**src/swt_params.svh**
```systemverilog
`ifndef SWT_PARAMS_SVH
`define SWT_PARAMS_SVH
// apb register byte offsets
`define SWT_REG_CMD 8'h00
`define SWT_REG_STATUS 8'h04
`define SWT_REG_CONFIG 8'h08
`define SWT_REG_READ_PTR 8'h0c
`define SWT_REG_READ_DATA 8'h10
`define SWT_REG_INT_STATUS 8'h14
`define SWT_REG_INT_ENABLE 8'h18
`define SWT_REG_INT_CLEAR 8'h1c
// command word layout: code in the low byte, direction byte above it
`define SWT_CMD_TRIPLET 8'h78
`define SWT_CMD_CODE_LSB 0
`define SWT_CMD_PARAM_LSB 8
`define SWT_DIR_BIT 7
// read pointer selections
`define SWT_PTR_STATUS 2'h0
`define SWT_PTR_CONFIG 2'h1
// interrupt bit positions
`define SWT_INT_DONE 0
`define SWT_INT_REFUSED 1
// timing, clock period and start latency in ps, slot figures in ns
`define SWT_CLK_PERIOD_PS 4000
`define SWT_START_MAX_PS 262500
`define SWT_SLOT_STD_NS 70000
`define SWT_SLOT_OD_NS 10000
`define SWT_W0_STD_NS 60000
`define SWT_W0_OD_NS 7500
`define SWT_W1_STD_NS 6000
`define SWT_W1_OD_NS 1000
`define SWT_MSR_STD_NS 15000
`define SWT_MSR_OD_NS 2000
`define SWT_APU_NS 1000
`endif

```
**src/swt_pkg.sv**
```systemverilog
`default_nettype none
package swt_pkg;
  // status register layout
  typedef struct packed {
    logic dir;
    logic second_rd;
    logic first_rd;
    logic [3:0] rsvd;
    logic busy;
  } swt_status_t;
  // configuration register layout
  typedef struct packed {
    logic [5:0] rsvd;
    logic active_pullup_enable;
    logic speed;
  } swt_cfg_t;
  // open-drain line drive pair
  typedef struct packed {
    logic line_out;
    logic line_oe;
  } swt_line_drv_t;
  // triplet sequencer states
  typedef enum logic [1:0] {SEQ_IDLE, SEQ_READ1, SEQ_READ2, SEQ_WRITE} swt_seq_t;
endpackage
`default_nettype wire

```
**src/swt_top.sv**
```systemverilog
// Added by the designer: the register addresses and the APB slave port.
`include "swt_params.svh"
`default_nettype none
// Behaviour
// - command code 78h written first selects the triplet
// - one parameter byte; only bit 7 is the direction, rest ignored
// - each accepted triplet makes two read slots then one write slot
// - reads 0,0: write slot follows the direction bit
// - reads 0,1: write-0 slot regardless of direction
// - reads 1,0: write-1 slot regardless of direction
// - reads 1,1 error case: still a write-1 slot
// - command while busy is refused and discarded
// - whole triplet ends within three slots plus 262.5 ns
// - line activity starts within 262.5 ns of the command
// - accepting points the read pointer at the status register
// - busy flag held for exactly three slot periods, then cleared
// - first read flag updated at first sample instant
// - second read and direction flags updated at second sample instant
module swt_top #(
  parameter int SLOT_STD_CYC = (`SWT_SLOT_STD_NS * 1000 + `SWT_CLK_PERIOD_PS - 1) / `SWT_CLK_PERIOD_PS,
  parameter int W0_STD_CYC = (`SWT_W0_STD_NS * 1000 + `SWT_CLK_PERIOD_PS - 1) / `SWT_CLK_PERIOD_PS
) (
  // clock and reset
  input wire logic pclk,
  input wire logic presetn,
  // apb slave
  input wire logic psel,
  input wire logic penable,
  input wire logic pwrite,
  input wire logic [7:0] paddr,
  input wire logic [31:0] pwdata,
  output logic [31:0] prdata,
  output logic pready,
  output logic pslverr,
  // single-wire line, open drain
  input wire logic line_in,
  output logic line_out,
  output logic line_oe,
  // interrupt
  output logic irq
);
  import swt_pkg::*;
  localparam int START_MAX_CYC = `SWT_START_MAX_PS / `SWT_CLK_PERIOD_PS;
  localparam int SLOT_OD_CYC = (`SWT_SLOT_OD_NS * 1000 + `SWT_CLK_PERIOD_PS - 1) / `SWT_CLK_PERIOD_PS;

  logic line_meta;
  logic line_sync;
  logic access;
  logic wr;
  logic hit;
  logic cmd_wr;
  logic accept;
  logic refuse;
  logic v_bit;
  logic busy;
  logic [1:0] read_ptr;
  logic [1:0] int_status;
  logic [1:0] int_enable;
  logic [1:0] int_set;
  logic [1:0] int_clr;
  logic [1:0] next_int_status;
  logic [1:0] next_int_enable;
  logic [31:0] next_rdata;
  logic slot_start;
  logic slot_write_bit;
  logic sample_pulse;
  logic sample_bit;
  logic slot_done;
  logic first_rd;
  logic second_rd;
  logic dir;
  swt_cfg_t cfg;
  swt_cfg_t cfg_lat;
  swt_status_t status;
  swt_seq_t state;
  swt_seq_t next_state;
  swt_line_drv_t drv;

  // line pin comes from outside the clock domain
  always_ff @(posedge pclk or negedge presetn) begin
    if (!presetn) begin
      line_meta <= 1'b1;
      line_sync <= 1'b1;
    end else begin
      line_meta <= line_in;
      line_sync <= line_meta;
    end
  end

  // apb decode; zero wait states, unmapped offsets answer with an error
  assign access = psel && penable;
  assign wr = access && pwrite;
  assign pready = 1'b1;
  assign pslverr = access && !hit;
  always_comb begin
    case (paddr)
      `SWT_REG_CMD, `SWT_REG_STATUS, `SWT_REG_CONFIG, `SWT_REG_READ_PTR,
      `SWT_REG_READ_DATA, `SWT_REG_INT_STATUS, `SWT_REG_INT_ENABLE, `SWT_REG_INT_CLEAR: hit = 1'b1;
      default: hit = 1'b0;
    endcase
  end

  // command acceptance: right code and an idle sequencer, else refused with the refused interrupt
  assign cmd_wr = wr && (paddr == `SWT_REG_CMD);
  assign accept = cmd_wr && !busy && (pwdata[`SWT_CMD_CODE_LSB +: 8] == `SWT_CMD_TRIPLET);
  assign refuse = cmd_wr && !accept;
  assign busy = (state != SEQ_IDLE);

  // direction bit and slot settings taken at acceptance, so mid-run config writes wait
  always_ff @(posedge pclk or negedge presetn) begin
    if (!presetn) begin
      v_bit <= 1'b0;
      cfg_lat <= '0;
    end else if (accept) begin
      v_bit <= pwdata[`SWT_CMD_PARAM_LSB + `SWT_DIR_BIT];
      cfg_lat <= cfg;
    end
  end

  // configuration register
  always_ff @(posedge pclk or negedge presetn) begin
    if (!presetn) begin
      cfg <= '0;
    end else if (wr && paddr == `SWT_REG_CONFIG) begin
      cfg <= swt_cfg_t'({6'h00, pwdata[1:0]});
    end
  end

  // read pointer; an accepted triplet aims it at the status register
  always_ff @(posedge pclk or negedge presetn) begin
    if (!presetn) begin
      read_ptr <= `SWT_PTR_STATUS;
    end else if (accept) begin
      read_ptr <= `SWT_PTR_STATUS;
    end else if (wr && paddr == `SWT_REG_READ_PTR) begin
      read_ptr <= pwdata[1:0];
    end
  end

  // sequencer: read, read, write, with slots back to back
  always_comb begin
    next_state = state;
    case (state)
      SEQ_IDLE: begin
        if (accept) begin
          next_state = SEQ_READ1;
        end
      end
      SEQ_READ1: begin
        if (slot_done) begin
          next_state = SEQ_READ2;
        end
      end
      SEQ_READ2: begin
        if (slot_done) begin
          next_state = SEQ_WRITE;
        end
      end
      SEQ_WRITE: begin
        if (slot_done) begin
          next_state = SEQ_IDLE;
        end
      end
      default: next_state = SEQ_IDLE;
    endcase
  end

  always_ff @(posedge pclk or negedge presetn) begin
    if (!presetn) begin
      state <= SEQ_IDLE;
    end else begin
      state <= next_state;
    end
  end

  // first slot starts on the accepting edge itself, well inside the latency bound
  assign slot_start = accept || (slot_done && (state == SEQ_READ1 || state == SEQ_READ2));
  assign slot_write_bit = (state == SEQ_READ2) ? dir : 1'b1;

  swt_slot_gen #(
    .SLOT_STD_CYC(SLOT_STD_CYC),
    .W0_STD_CYC(W0_STD_CYC)
  ) u_slot (
    .pclk(pclk),
    .presetn(presetn),
    .start(slot_start),
    .write_bit(slot_write_bit),
    .cfg(cfg_lat),
    .line_sync(line_sync),
    .drv(drv),
    .sample_pulse(sample_pulse),
    .sample_bit(sample_bit),
    .done(slot_done)
  );
  assign line_out = drv.line_out;
  assign line_oe = drv.line_oe;

  // read flags and branch choice at the sample instants
  always_ff @(posedge pclk or negedge presetn) begin
    if (!presetn) begin
      first_rd <= 1'b0;
      second_rd <= 1'b0;
      dir <= 1'b0;
    end else if (sample_pulse && state == SEQ_READ1) begin
      first_rd <= sample_bit;
    end else if (sample_pulse && state == SEQ_READ2) begin
      second_rd <= sample_bit;
      // differing reads force the branch, equal reads take v except 1,1
      if (first_rd != sample_bit) begin
        dir <= first_rd;
      end else begin
        dir <= first_rd | v_bit;
      end
    end
  end

  always_comb begin
    status = '0;
    status.busy = busy;
    status.first_rd = first_rd;
    status.second_rd = second_rd;
    status.dir = dir;
  end

  // interrupt events; a set in the clearing cycle wins
  always_comb begin
    int_set = 2'h0;
    int_set[`SWT_INT_DONE] = slot_done && state == SEQ_WRITE;
    int_set[`SWT_INT_REFUSED] = refuse;
    int_clr = (wr && paddr == `SWT_REG_INT_CLEAR) ? pwdata[1:0] : 2'h0;
    next_int_status = (int_status & ~int_clr) | int_set;
    next_int_enable = (wr && paddr == `SWT_REG_INT_ENABLE) ? pwdata[1:0] : int_enable;
  end

  always_ff @(posedge pclk or negedge presetn) begin
    if (!presetn) begin
      int_status <= 2'h0;
      int_enable <= 2'h0;
      irq <= 1'b0;
    end else begin
      int_status <= next_int_status;
      int_enable <= next_int_enable;
      // built from next values so irq never lags an enable write
      irq <= |(next_int_status & next_int_enable);
    end
  end

  // read data captured in the setup cycle so it stands through the access
  always_comb begin
    case (paddr)
      `SWT_REG_STATUS: next_rdata = {24'h000000, status};
      `SWT_REG_CONFIG: next_rdata = {24'h000000, cfg};
      `SWT_REG_READ_PTR: next_rdata = {30'h00000000, read_ptr};
      `SWT_REG_READ_DATA: next_rdata = (read_ptr == `SWT_PTR_CONFIG) ? {24'h000000, cfg} : {24'h000000, status};
      `SWT_REG_INT_STATUS: next_rdata = {30'h00000000, int_status};
      `SWT_REG_INT_ENABLE: next_rdata = {30'h00000000, int_enable};
      default: next_rdata = 32'h00000000;
    endcase
  end

  always_ff @(posedge pclk or negedge presetn) begin
    if (!presetn) begin
      prdata <= 32'h00000000;
    end else if (psel && !penable && !pwrite) begin
      prdata <= next_rdata;
    end
  end

  // helper: cycles spent busy in the current run
  logic [19:0] busy_cnt;
  always_ff @(posedge pclk or negedge presetn) begin
    if (!presetn) begin
      busy_cnt <= 20'h00000;
    end else if (busy) begin
      busy_cnt <= busy_cnt + 20'h00001;
    end else begin
      busy_cnt <= 20'h00000;
    end
  end

  // helper: slots opened in the current run
  logic [1:0] slot_cnt;
  always_ff @(posedge pclk or negedge presetn) begin
    if (!presetn) begin
      slot_cnt <= 2'h0;
    end else if (accept) begin
      slot_cnt <= 2'h1;
    end else if (slot_start) begin
      slot_cnt <= slot_cnt + 2'h1;
    end
  end

  a_accept_busy: assert property (@(posedge pclk) disable iff (!presetn)
    accept |=> busy && state == SEQ_READ1)
    else $error("accepted triplet did not start the first read slot");

  a_refuse_discard: assert property (@(posedge pclk) disable iff (!presetn)
    (cmd_wr && busy) |=> int_status[`SWT_INT_REFUSED] && state == $past(state) || $past(slot_done))
    else $error("command during busy was not refused");

  a_wrong_code: assert property (@(posedge pclk) disable iff (!presetn)
    (cmd_wr && !busy && pwdata[7:0] != `SWT_CMD_TRIPLET) |=> !busy)
    else $error("non-triplet code started a sequence");

  a_start_latency: assert property (@(posedge pclk) disable iff (!presetn)
    accept |-> ##[1:START_MAX_CYC] (line_oe && !line_out))
    else $error("line activity started too late");

  a_busy_length: assert property (@(posedge pclk) disable iff (!presetn)
    $fell(busy) |-> $past(busy_cnt) == 20'((cfg_lat.speed ? SLOT_OD_CYC : SLOT_STD_CYC) * 3 - 1))
    else $error("busy did not last three slot periods");

  a_ptr_status: assert property (@(posedge pclk) disable iff (!presetn)
    accept |=> read_ptr == `SWT_PTR_STATUS)
    else $error("read pointer not at status after accept");

  a_first_flag: assert property (@(posedge pclk) disable iff (!presetn)
    (sample_pulse && state == SEQ_READ1) |=> first_rd == $past(sample_bit) && second_rd == $past(second_rd))
    else $error("first read flag not taken at first sample");

  a_branch_dir: assert property (@(posedge pclk) disable iff (!presetn)
    (sample_pulse && state == SEQ_READ2) |=>
      dir == (($past(first_rd) ^ $past(sample_bit)) ? $past(first_rd) : ($past(first_rd) | v_bit)))
    else $error("branch direction wrong after second sample");

  a_write_slot: assert property (@(posedge pclk) disable iff (!presetn)
    (slot_done && state == SEQ_READ2) |-> slot_start && slot_write_bit == (first_rd | (!second_rd && v_bit)))
    else $error("third slot does not write the branch direction");

  a_second_flag: assert property (@(posedge pclk) disable iff (!presetn)
    (sample_pulse && state == SEQ_READ2) |=> second_rd == $past(sample_bit) && first_rd == $past(first_rd))
    else $error("second read flag not taken at second sample");

  a_done_bound: assert property (@(posedge pclk) disable iff (!presetn)
    busy |-> busy_cnt <= 20'((cfg_lat.speed ? SLOT_OD_CYC : SLOT_STD_CYC) * 3 + START_MAX_CYC))
    else $error("triplet ran past three slots plus start latency");

  a_slot_count: assert property (@(posedge pclk) disable iff (!presetn)
    $fell(busy) |-> slot_cnt == 2'h3)
    else $error("triplet did not open exactly three slots");

  a_apu_gate: assert property (@(posedge pclk) disable iff (!presetn)
    !cfg_lat.active_pullup_enable |-> !(line_oe && line_out))
    else $error("line driven high with active pullup off");

  a_irq_level: assert property (@(posedge pclk) disable iff (!presetn)
    irq == |(int_status & int_enable))
    else $error("interrupt output does not follow enabled status");
endmodule
`default_nettype wire

```
**src/swt_slot_gen.sv**
```systemverilog
`include "swt_params.svh"
`default_nettype none
module swt_slot_gen #(
  parameter int SLOT_STD_CYC = (`SWT_SLOT_STD_NS * 1000 + `SWT_CLK_PERIOD_PS - 1) / `SWT_CLK_PERIOD_PS,
  parameter int W0_STD_CYC = (`SWT_W0_STD_NS * 1000 + `SWT_CLK_PERIOD_PS - 1) / `SWT_CLK_PERIOD_PS
) (
  // clock and reset
  input wire logic pclk,
  input wire logic presetn,
  // slot request
  input wire logic start,
  input wire logic write_bit,
  input wire swt_pkg::swt_cfg_t cfg,
  // line
  input wire logic line_sync,
  output var swt_pkg::swt_line_drv_t drv,
  // results
  output logic sample_pulse,
  output logic sample_bit,
  output logic done
);
  import swt_pkg::*;
  localparam int P = `SWT_CLK_PERIOD_PS;
  localparam int SLOT_OD = (`SWT_SLOT_OD_NS * 1000 + P - 1) / P;
  localparam int W0_OD = (`SWT_W0_OD_NS * 1000 + P - 1) / P;
  localparam int W1_STD = (`SWT_W1_STD_NS * 1000 + P - 1) / P;
  localparam int W1_OD = (`SWT_W1_OD_NS * 1000 + P - 1) / P;
  localparam int MSR_STD = `SWT_MSR_STD_NS * 1000 / P;
  localparam int MSR_OD = `SWT_MSR_OD_NS * 1000 / P;
  localparam int APU_CYC = (`SWT_APU_NS * 1000 + P - 1) / P;

  logic active;
  logic wbit;
  logic [15:0] cnt;
  logic [15:0] next_cnt;
  logic [15:0] slot_len;
  logic [15:0] low_len;
  logic [15:0] msr_len;
  logic [15:0] apu_end;

  // speed picks every length but the active pullup pulse; a read slot is a write-1 slot
  always_comb begin
    slot_len = cfg.speed ? 16'(SLOT_OD) : 16'(SLOT_STD_CYC);
    msr_len = cfg.speed ? 16'(MSR_OD) : 16'(MSR_STD);
    if (wbit) begin
      low_len = cfg.speed ? 16'(W1_OD) : 16'(W1_STD);
    end else begin
      low_len = cfg.speed ? 16'(W0_OD) : 16'(W0_STD_CYC);
    end
    apu_end = low_len + 16'(APU_CYC);
    next_cnt = cnt + 16'h0001;
  end

  assign done = active && (cnt == slot_len - 16'h0001);

  // slot counter and line drive; every slot opens with a low pulse
  always_ff @(posedge pclk or negedge presetn) begin
    if (!presetn) begin
      active <= 1'b0;
      wbit <= 1'b0;
      cnt <= 16'h0000;
      drv <= '0;
    end else if (start) begin
      active <= 1'b1;
      wbit <= write_bit;
      cnt <= 16'h0000;
      drv.line_out <= 1'b0;
      drv.line_oe <= 1'b1;
    end else if (active) begin
      if (done) begin
        active <= 1'b0;
        drv <= '0;
      end else begin
        cnt <= next_cnt;
        drv.line_out <= !(next_cnt < low_len);
        // active pullup only once the line is seen high, so no fight with a slave
        drv.line_oe <= (next_cnt < low_len) || (cfg.active_pullup_enable && line_sync && next_cnt < apu_end);
      end
    end
  end

  // master sample instant
  always_ff @(posedge pclk or negedge presetn) begin
    if (!presetn) begin
      sample_pulse <= 1'b0;
      sample_bit <= 1'b0;
    end else begin
      sample_pulse <= active && !start && (cnt == msr_len - 16'h0001);
      sample_bit <= line_sync;
    end
  end
endmodule
`default_nettype wire

```
**config.mk**
```make
export PLATFORM = sky130hd
export DESIGN_NAME = swt_top
export DESIGN_NICKNAME = d
export VERILOG_FILES = /design/src/swt_pkg.sv /design/src/swt_top.sv /design/src/swt_slot_gen.sv
export VERILOG_INCLUDE_DIRS = /design/src /design/src/src
export SDC_FILE = /design/constraint.sdc
export NUM_CORES = 1
export LEC_CHECK = 0
export BUFFER_PORTS_ARGS = -buffer_cell sky130_fd_sc_hd__buf_2
export CAP_MARGIN = 20
export CORE_MARGIN = 8
export CORE_UTILIZATION = 49
export CTS_CLUSTER_DIAMETER = 40
export CTS_CLUSTER_SIZE = 10
export DETAILED_ROUTE_END_ITERATION = 12
export GPL_TIMING_DRIVEN = 0
export PLACE_DENSITY = 0.85
export SLEW_MARGIN = 10
export SYNTH_ARGS = -nofsm -noshare
export SYNTH_HDL_FRONTEND = slang
export SYNTH_SLANG_ARGS = --single-unit
export TNS_END_PERCENT = 20
```
**constraint.sdc**
```tcl
create_clock -name pclk -period 2.9 [get_ports pclk]
set_clock_uncertainty 0.1 [all_clocks]
set_input_delay 0.29 -clock pclk [delete_from_list [all_inputs] [get_ports pclk]]
set_output_delay 0.29 -clock pclk [all_outputs]
set_load 0.01 [all_outputs]
```
==> flow_metrics.tcl <==
set metrics [dict create \
    final_cell_mix "buf_4 (43), dfrtp_1 (38), buf_2 (33)" \
    p_total_mw 1.43 \
    place_area_um2 3740 \
    clk_latency_ns 0.30 \
    syn_inst 350 \
    synth_flop_cell "dfrtp_1" \
    min_from "pwdata[15]" \
    power_density_nw_per_um2 343 \
    max-cap-violations 0 \
    holdPathStages 2 \
    io_buffers 31 \
    grt_pass1_vias 2989 \
    routed_wl_um 8800 \
    endpoint_kind "flop" \
    nNetsFinal 512 \
    antenna_left 0 \
    fin_crit_ns 3.03 \
    worst_pin_slew_ns 0.547 \
    cts.htree.levels 2 \
    layout-drive-gt1-share_pct 32.2 \
    track_usage_pct 17.2 \
    crit_required_ns 3.00 \
    startpoint_type "flop" \
    area_growth_pct 24.2 \
    dieArea_um2 9790 \
    layout_worst_path_cycle_share_pct 105 \
    initial_core_util_pct 50.1 \
    crit_arrival_ns 3.13 \
    slew-limit-headroom_pct 63.2 \
    place_congestion 0.879 \
    wl_per_cell_um 17.2 \
    drv_slew 0 \
    criticalPathCategory "reg -> reg" \
    hold-worst-slack_ns 0.121 \
    status "finished, violations left" \
    path_max_fanout 5 \
    hpwl_um 6220 \
    nFillCells 508 \
    peakVddDrop_uv 202 \
    chipWidth_um 98.9 \
    hold_path_class "in -> reg" \
    reg2regPathDepth 11 \
    drc 0 \
    cts_buffers 5 \
    cts_tree "built" \
    pin_count 83 \
    fmax_mhz 330 \
    core_um2 6720 \
    r2r-end "u_slot.drv[1]$_DFFE_PN0P_" \
    rsz0062_at_grt "true" \
    gr-total-overflow 0 \
    power_leakage_nw 2.08 \
    yosys_warnings 0 \
    syn_avg_cell_area_um2 9.63 \
    timing.final.ws_setup_ns -0.133 \
    layout_commonest_cell "buf_4" \
    failed_checks "negative setup slack" \
    placement_rows 30 \
    path_clk_slew_ns 0.09 \
    r2r_slack_ns -0.13 \
    fin_util_pct 62.3 \
    clock_sinks 46 \
    first_pass_iters 4 \
    grt_max_degree 47 \
    min_to "v_bit$_DFFE_PN0P_" \
    cts_buffer_depth 2 \
    yosysUniqueCellTypes 65 \
    synth_edf_count 0 \
    antenna_cells 0 \
    async_flop_share_pct 100 \
    synthesis.area_um2 3370 \
    vias 2913 \
    root_buffer "clkbuf_8" \
    avgViaCountPerCell 5.69 \
    r2r-start "u_slot.cnt[1]$_DFFE_PN0P_" \
    dieHeight_um 98.9 \
    finalSetupViolCount 2 \
    ys_ff_latch 46 \
    yosysSeqAreaShare_pct 34.2 \
    timing.setup.tns_ns -0.223 \
    drtIter0Drc 290 \
    hold_viol 0 \
    antenna_found_initial 0 \
    fin_area_um2 4180 \
    grt_pass1_wl_um 13900 \
]
==> sequential cells by signal (all words and copies together) (netlist names) <==
register and cells:
first_rd 1, prdata 5, line_meta 1, cfg_lat 2, u_slot.active 1, int_status 2, read_ptr 2, u_slot.drv 2
second_rd 1, u_slot.sample_pulse 1, state 2, int_enable 2, cfg 2, line_sync 1, v_bit 1, u_slot.wbit 1
u_slot.cnt 16, dir 1, irq 1, u_slot.sample_bit 1
==> stage by stage <==
stage               setup slack, ns  cells
floorplan                    0.0163    376
global placement             -0.518    487
detailed placement           -0.581    487
CTS                         0.00176    509
global route                 -0.214    512
finish                       -0.133    512
==> where the power goes <==
part / switching (mW) / internal [mW] / leakage [nW]
logic: 0.148 / 0.120 / 1.43
clock network: 0.226 / 0.258 / 0.0585
registers: 0.0206 / 0.662 / 0.590
total: 0.394 / 1.04 / 2.08
==> layer usage <==
layer / part of all wire [%] / up-vias / track usage, %
li1: - / 1370 / -
met1: 39 / 1379 / 19.2
met2: 49 / 137 / 29.9
met3: 8.7 / 27 / 4.86
met4: 2.8 / 0 / 7.20
met5: 0 / - / 0
==> worst max-delay path, stage by stage (launching register included) <==
cell and delay [ns]:
dfrtp_2 0.46, ha_4 0.19, nand3_1 0.19, nor2_1 0.18, xor2_1 0.24, ha_1 0.30
a21o_1 0.21, a21oi_2 0.20, o221ai_1 0.15, nor4b_2 0.46, a2bb2oi_1 0.20, nor2_1 0.05
==> cells by family (layout without fill, tap and decap cells) <==
| logic type | after synthesis | in the layout | share of synthesized area, % |
|---|---|---|---|
| AOI/OAI and AO/OA | 81 | 81 | 16.8 |
| xor gates and xnor gates | 16 | 16 | 4.16 |
| and+or+nand+nor | 105 | 105 | 18.6 |
| other | 2 | 28 | 0.223 |
| buffers and inverters | 56 | 112 | 10.1 |
| DFF | 46 | 46 | 34.2 |
| muxes | 9 | 9 | 2.93 |
| adders and majority gates | 35 | 35 | 13.0 |
==> area by class of cell <==
| cell class | count | area [um2] | share of cell area, % |
|---|---|---|---|
| Buffer | 37 | 277 | 6.61 |
| Clock buffer | 5 | 68.8 | 1.64 |
| Clock inverter | 3 | 43.8 | 1.05 |
| Inverter | 19 | 71.3 | 1.70 |
| Multi-Input combinational cell | 274 | 2150 | 51.4 |
| Sequential cell | 46 | 1160 | 27.8 |
| Tap cell | 80 | 100 | 2.39 |
| Timing Repair Buffer | 48 | 313 | 7.48 |
==> worst max path at each step <==
stage,startpoint,end,slack (ns),cells past startpoint
3_3_place_gp,u_slot.cnt[0]$_DFFE_PN0P_,u_slot.drv[0]$_DFFE_PN0P_,-0.52,11
4_1_cts,u_slot.cnt[2]$_DFFE_PN0P_,u_slot.drv[0]$_DFFE_PN0P_,0.002,13
6_report,u_slot.cnt[1]$_DFFE_PN0P_,u_slot.drv[1]$_DFFE_PN0P_,-0.13,11
2_1_floorplan,u_slot.cnt[3]$_DFFE_PN0P_,u_slot.drv[0]$_DFFE_PN0P_,0.02,13
3_5_place_dp,u_slot.cnt[0]$_DFFE_PN0P_,u_slot.drv[0]$_DFFE_PN0P_,-0.58,11
5_1_grt,u_slot.cnt[3]$_DFFE_PN0P_,u_slot.drv[0]$_DFFE_PN0P_,-0.21,11
==> synth_stat cells, types with 2 or more instances <==
cell type  instances  area (um2)
o21ai_0           16        80.1
a21oi_1           17        85.1
or4_1              2        15.0
a21o_1             7        52.6
or3_4              2        22.5
a22o_1            15         131
ha_1              35         438
o21a_1             3        22.5
or3_1              5        31.3
nor2b_1            3        18.8
nor4b_1            2        17.5
buf_6              2        22.5
a22oi_1            3        22.5
nor2_1            13        48.8
nand3b_1           2        15.0
buf_4             29         218
xnor2_1            7        61.3
nand3_1            6        30.0
a21boi_0           2        15.0
dfstp_2            2        52.6
buf_2              4        20.0
nor3_1             9        45.0
inv_1             18        67.6
nand2_1           26        97.6
and4_1             2        17.5
and3b_1            2        17.5
o211ai_1           2        15.0
o221ai_1           2        17.5
nand2b_1           4        25.0
nand4b_1           3        26.3
mux2i_1            2        20.0
clkbuf_1           2        7.51
nand4_1            5        31.3
conb_1             2        7.51
xor2_1             9        78.8
nor3b_1            6        45.0
dfrtp_1           44        1100
nor3_2             2        20.0
a2bb2oi_1          2        17.5
mux2_2             6        67.6
==> repair_timing <==
action / in CTS / in global routing
hold buffers: 1 / 1
setup endpoints to repair: 2 / 2
gates resized for setup: 34 / 5
hold endpoints to repair: 1 / 17
setup buffers: 13 / 1
pin swaps: 11 / 2
(Power assumes the default switching activity.)
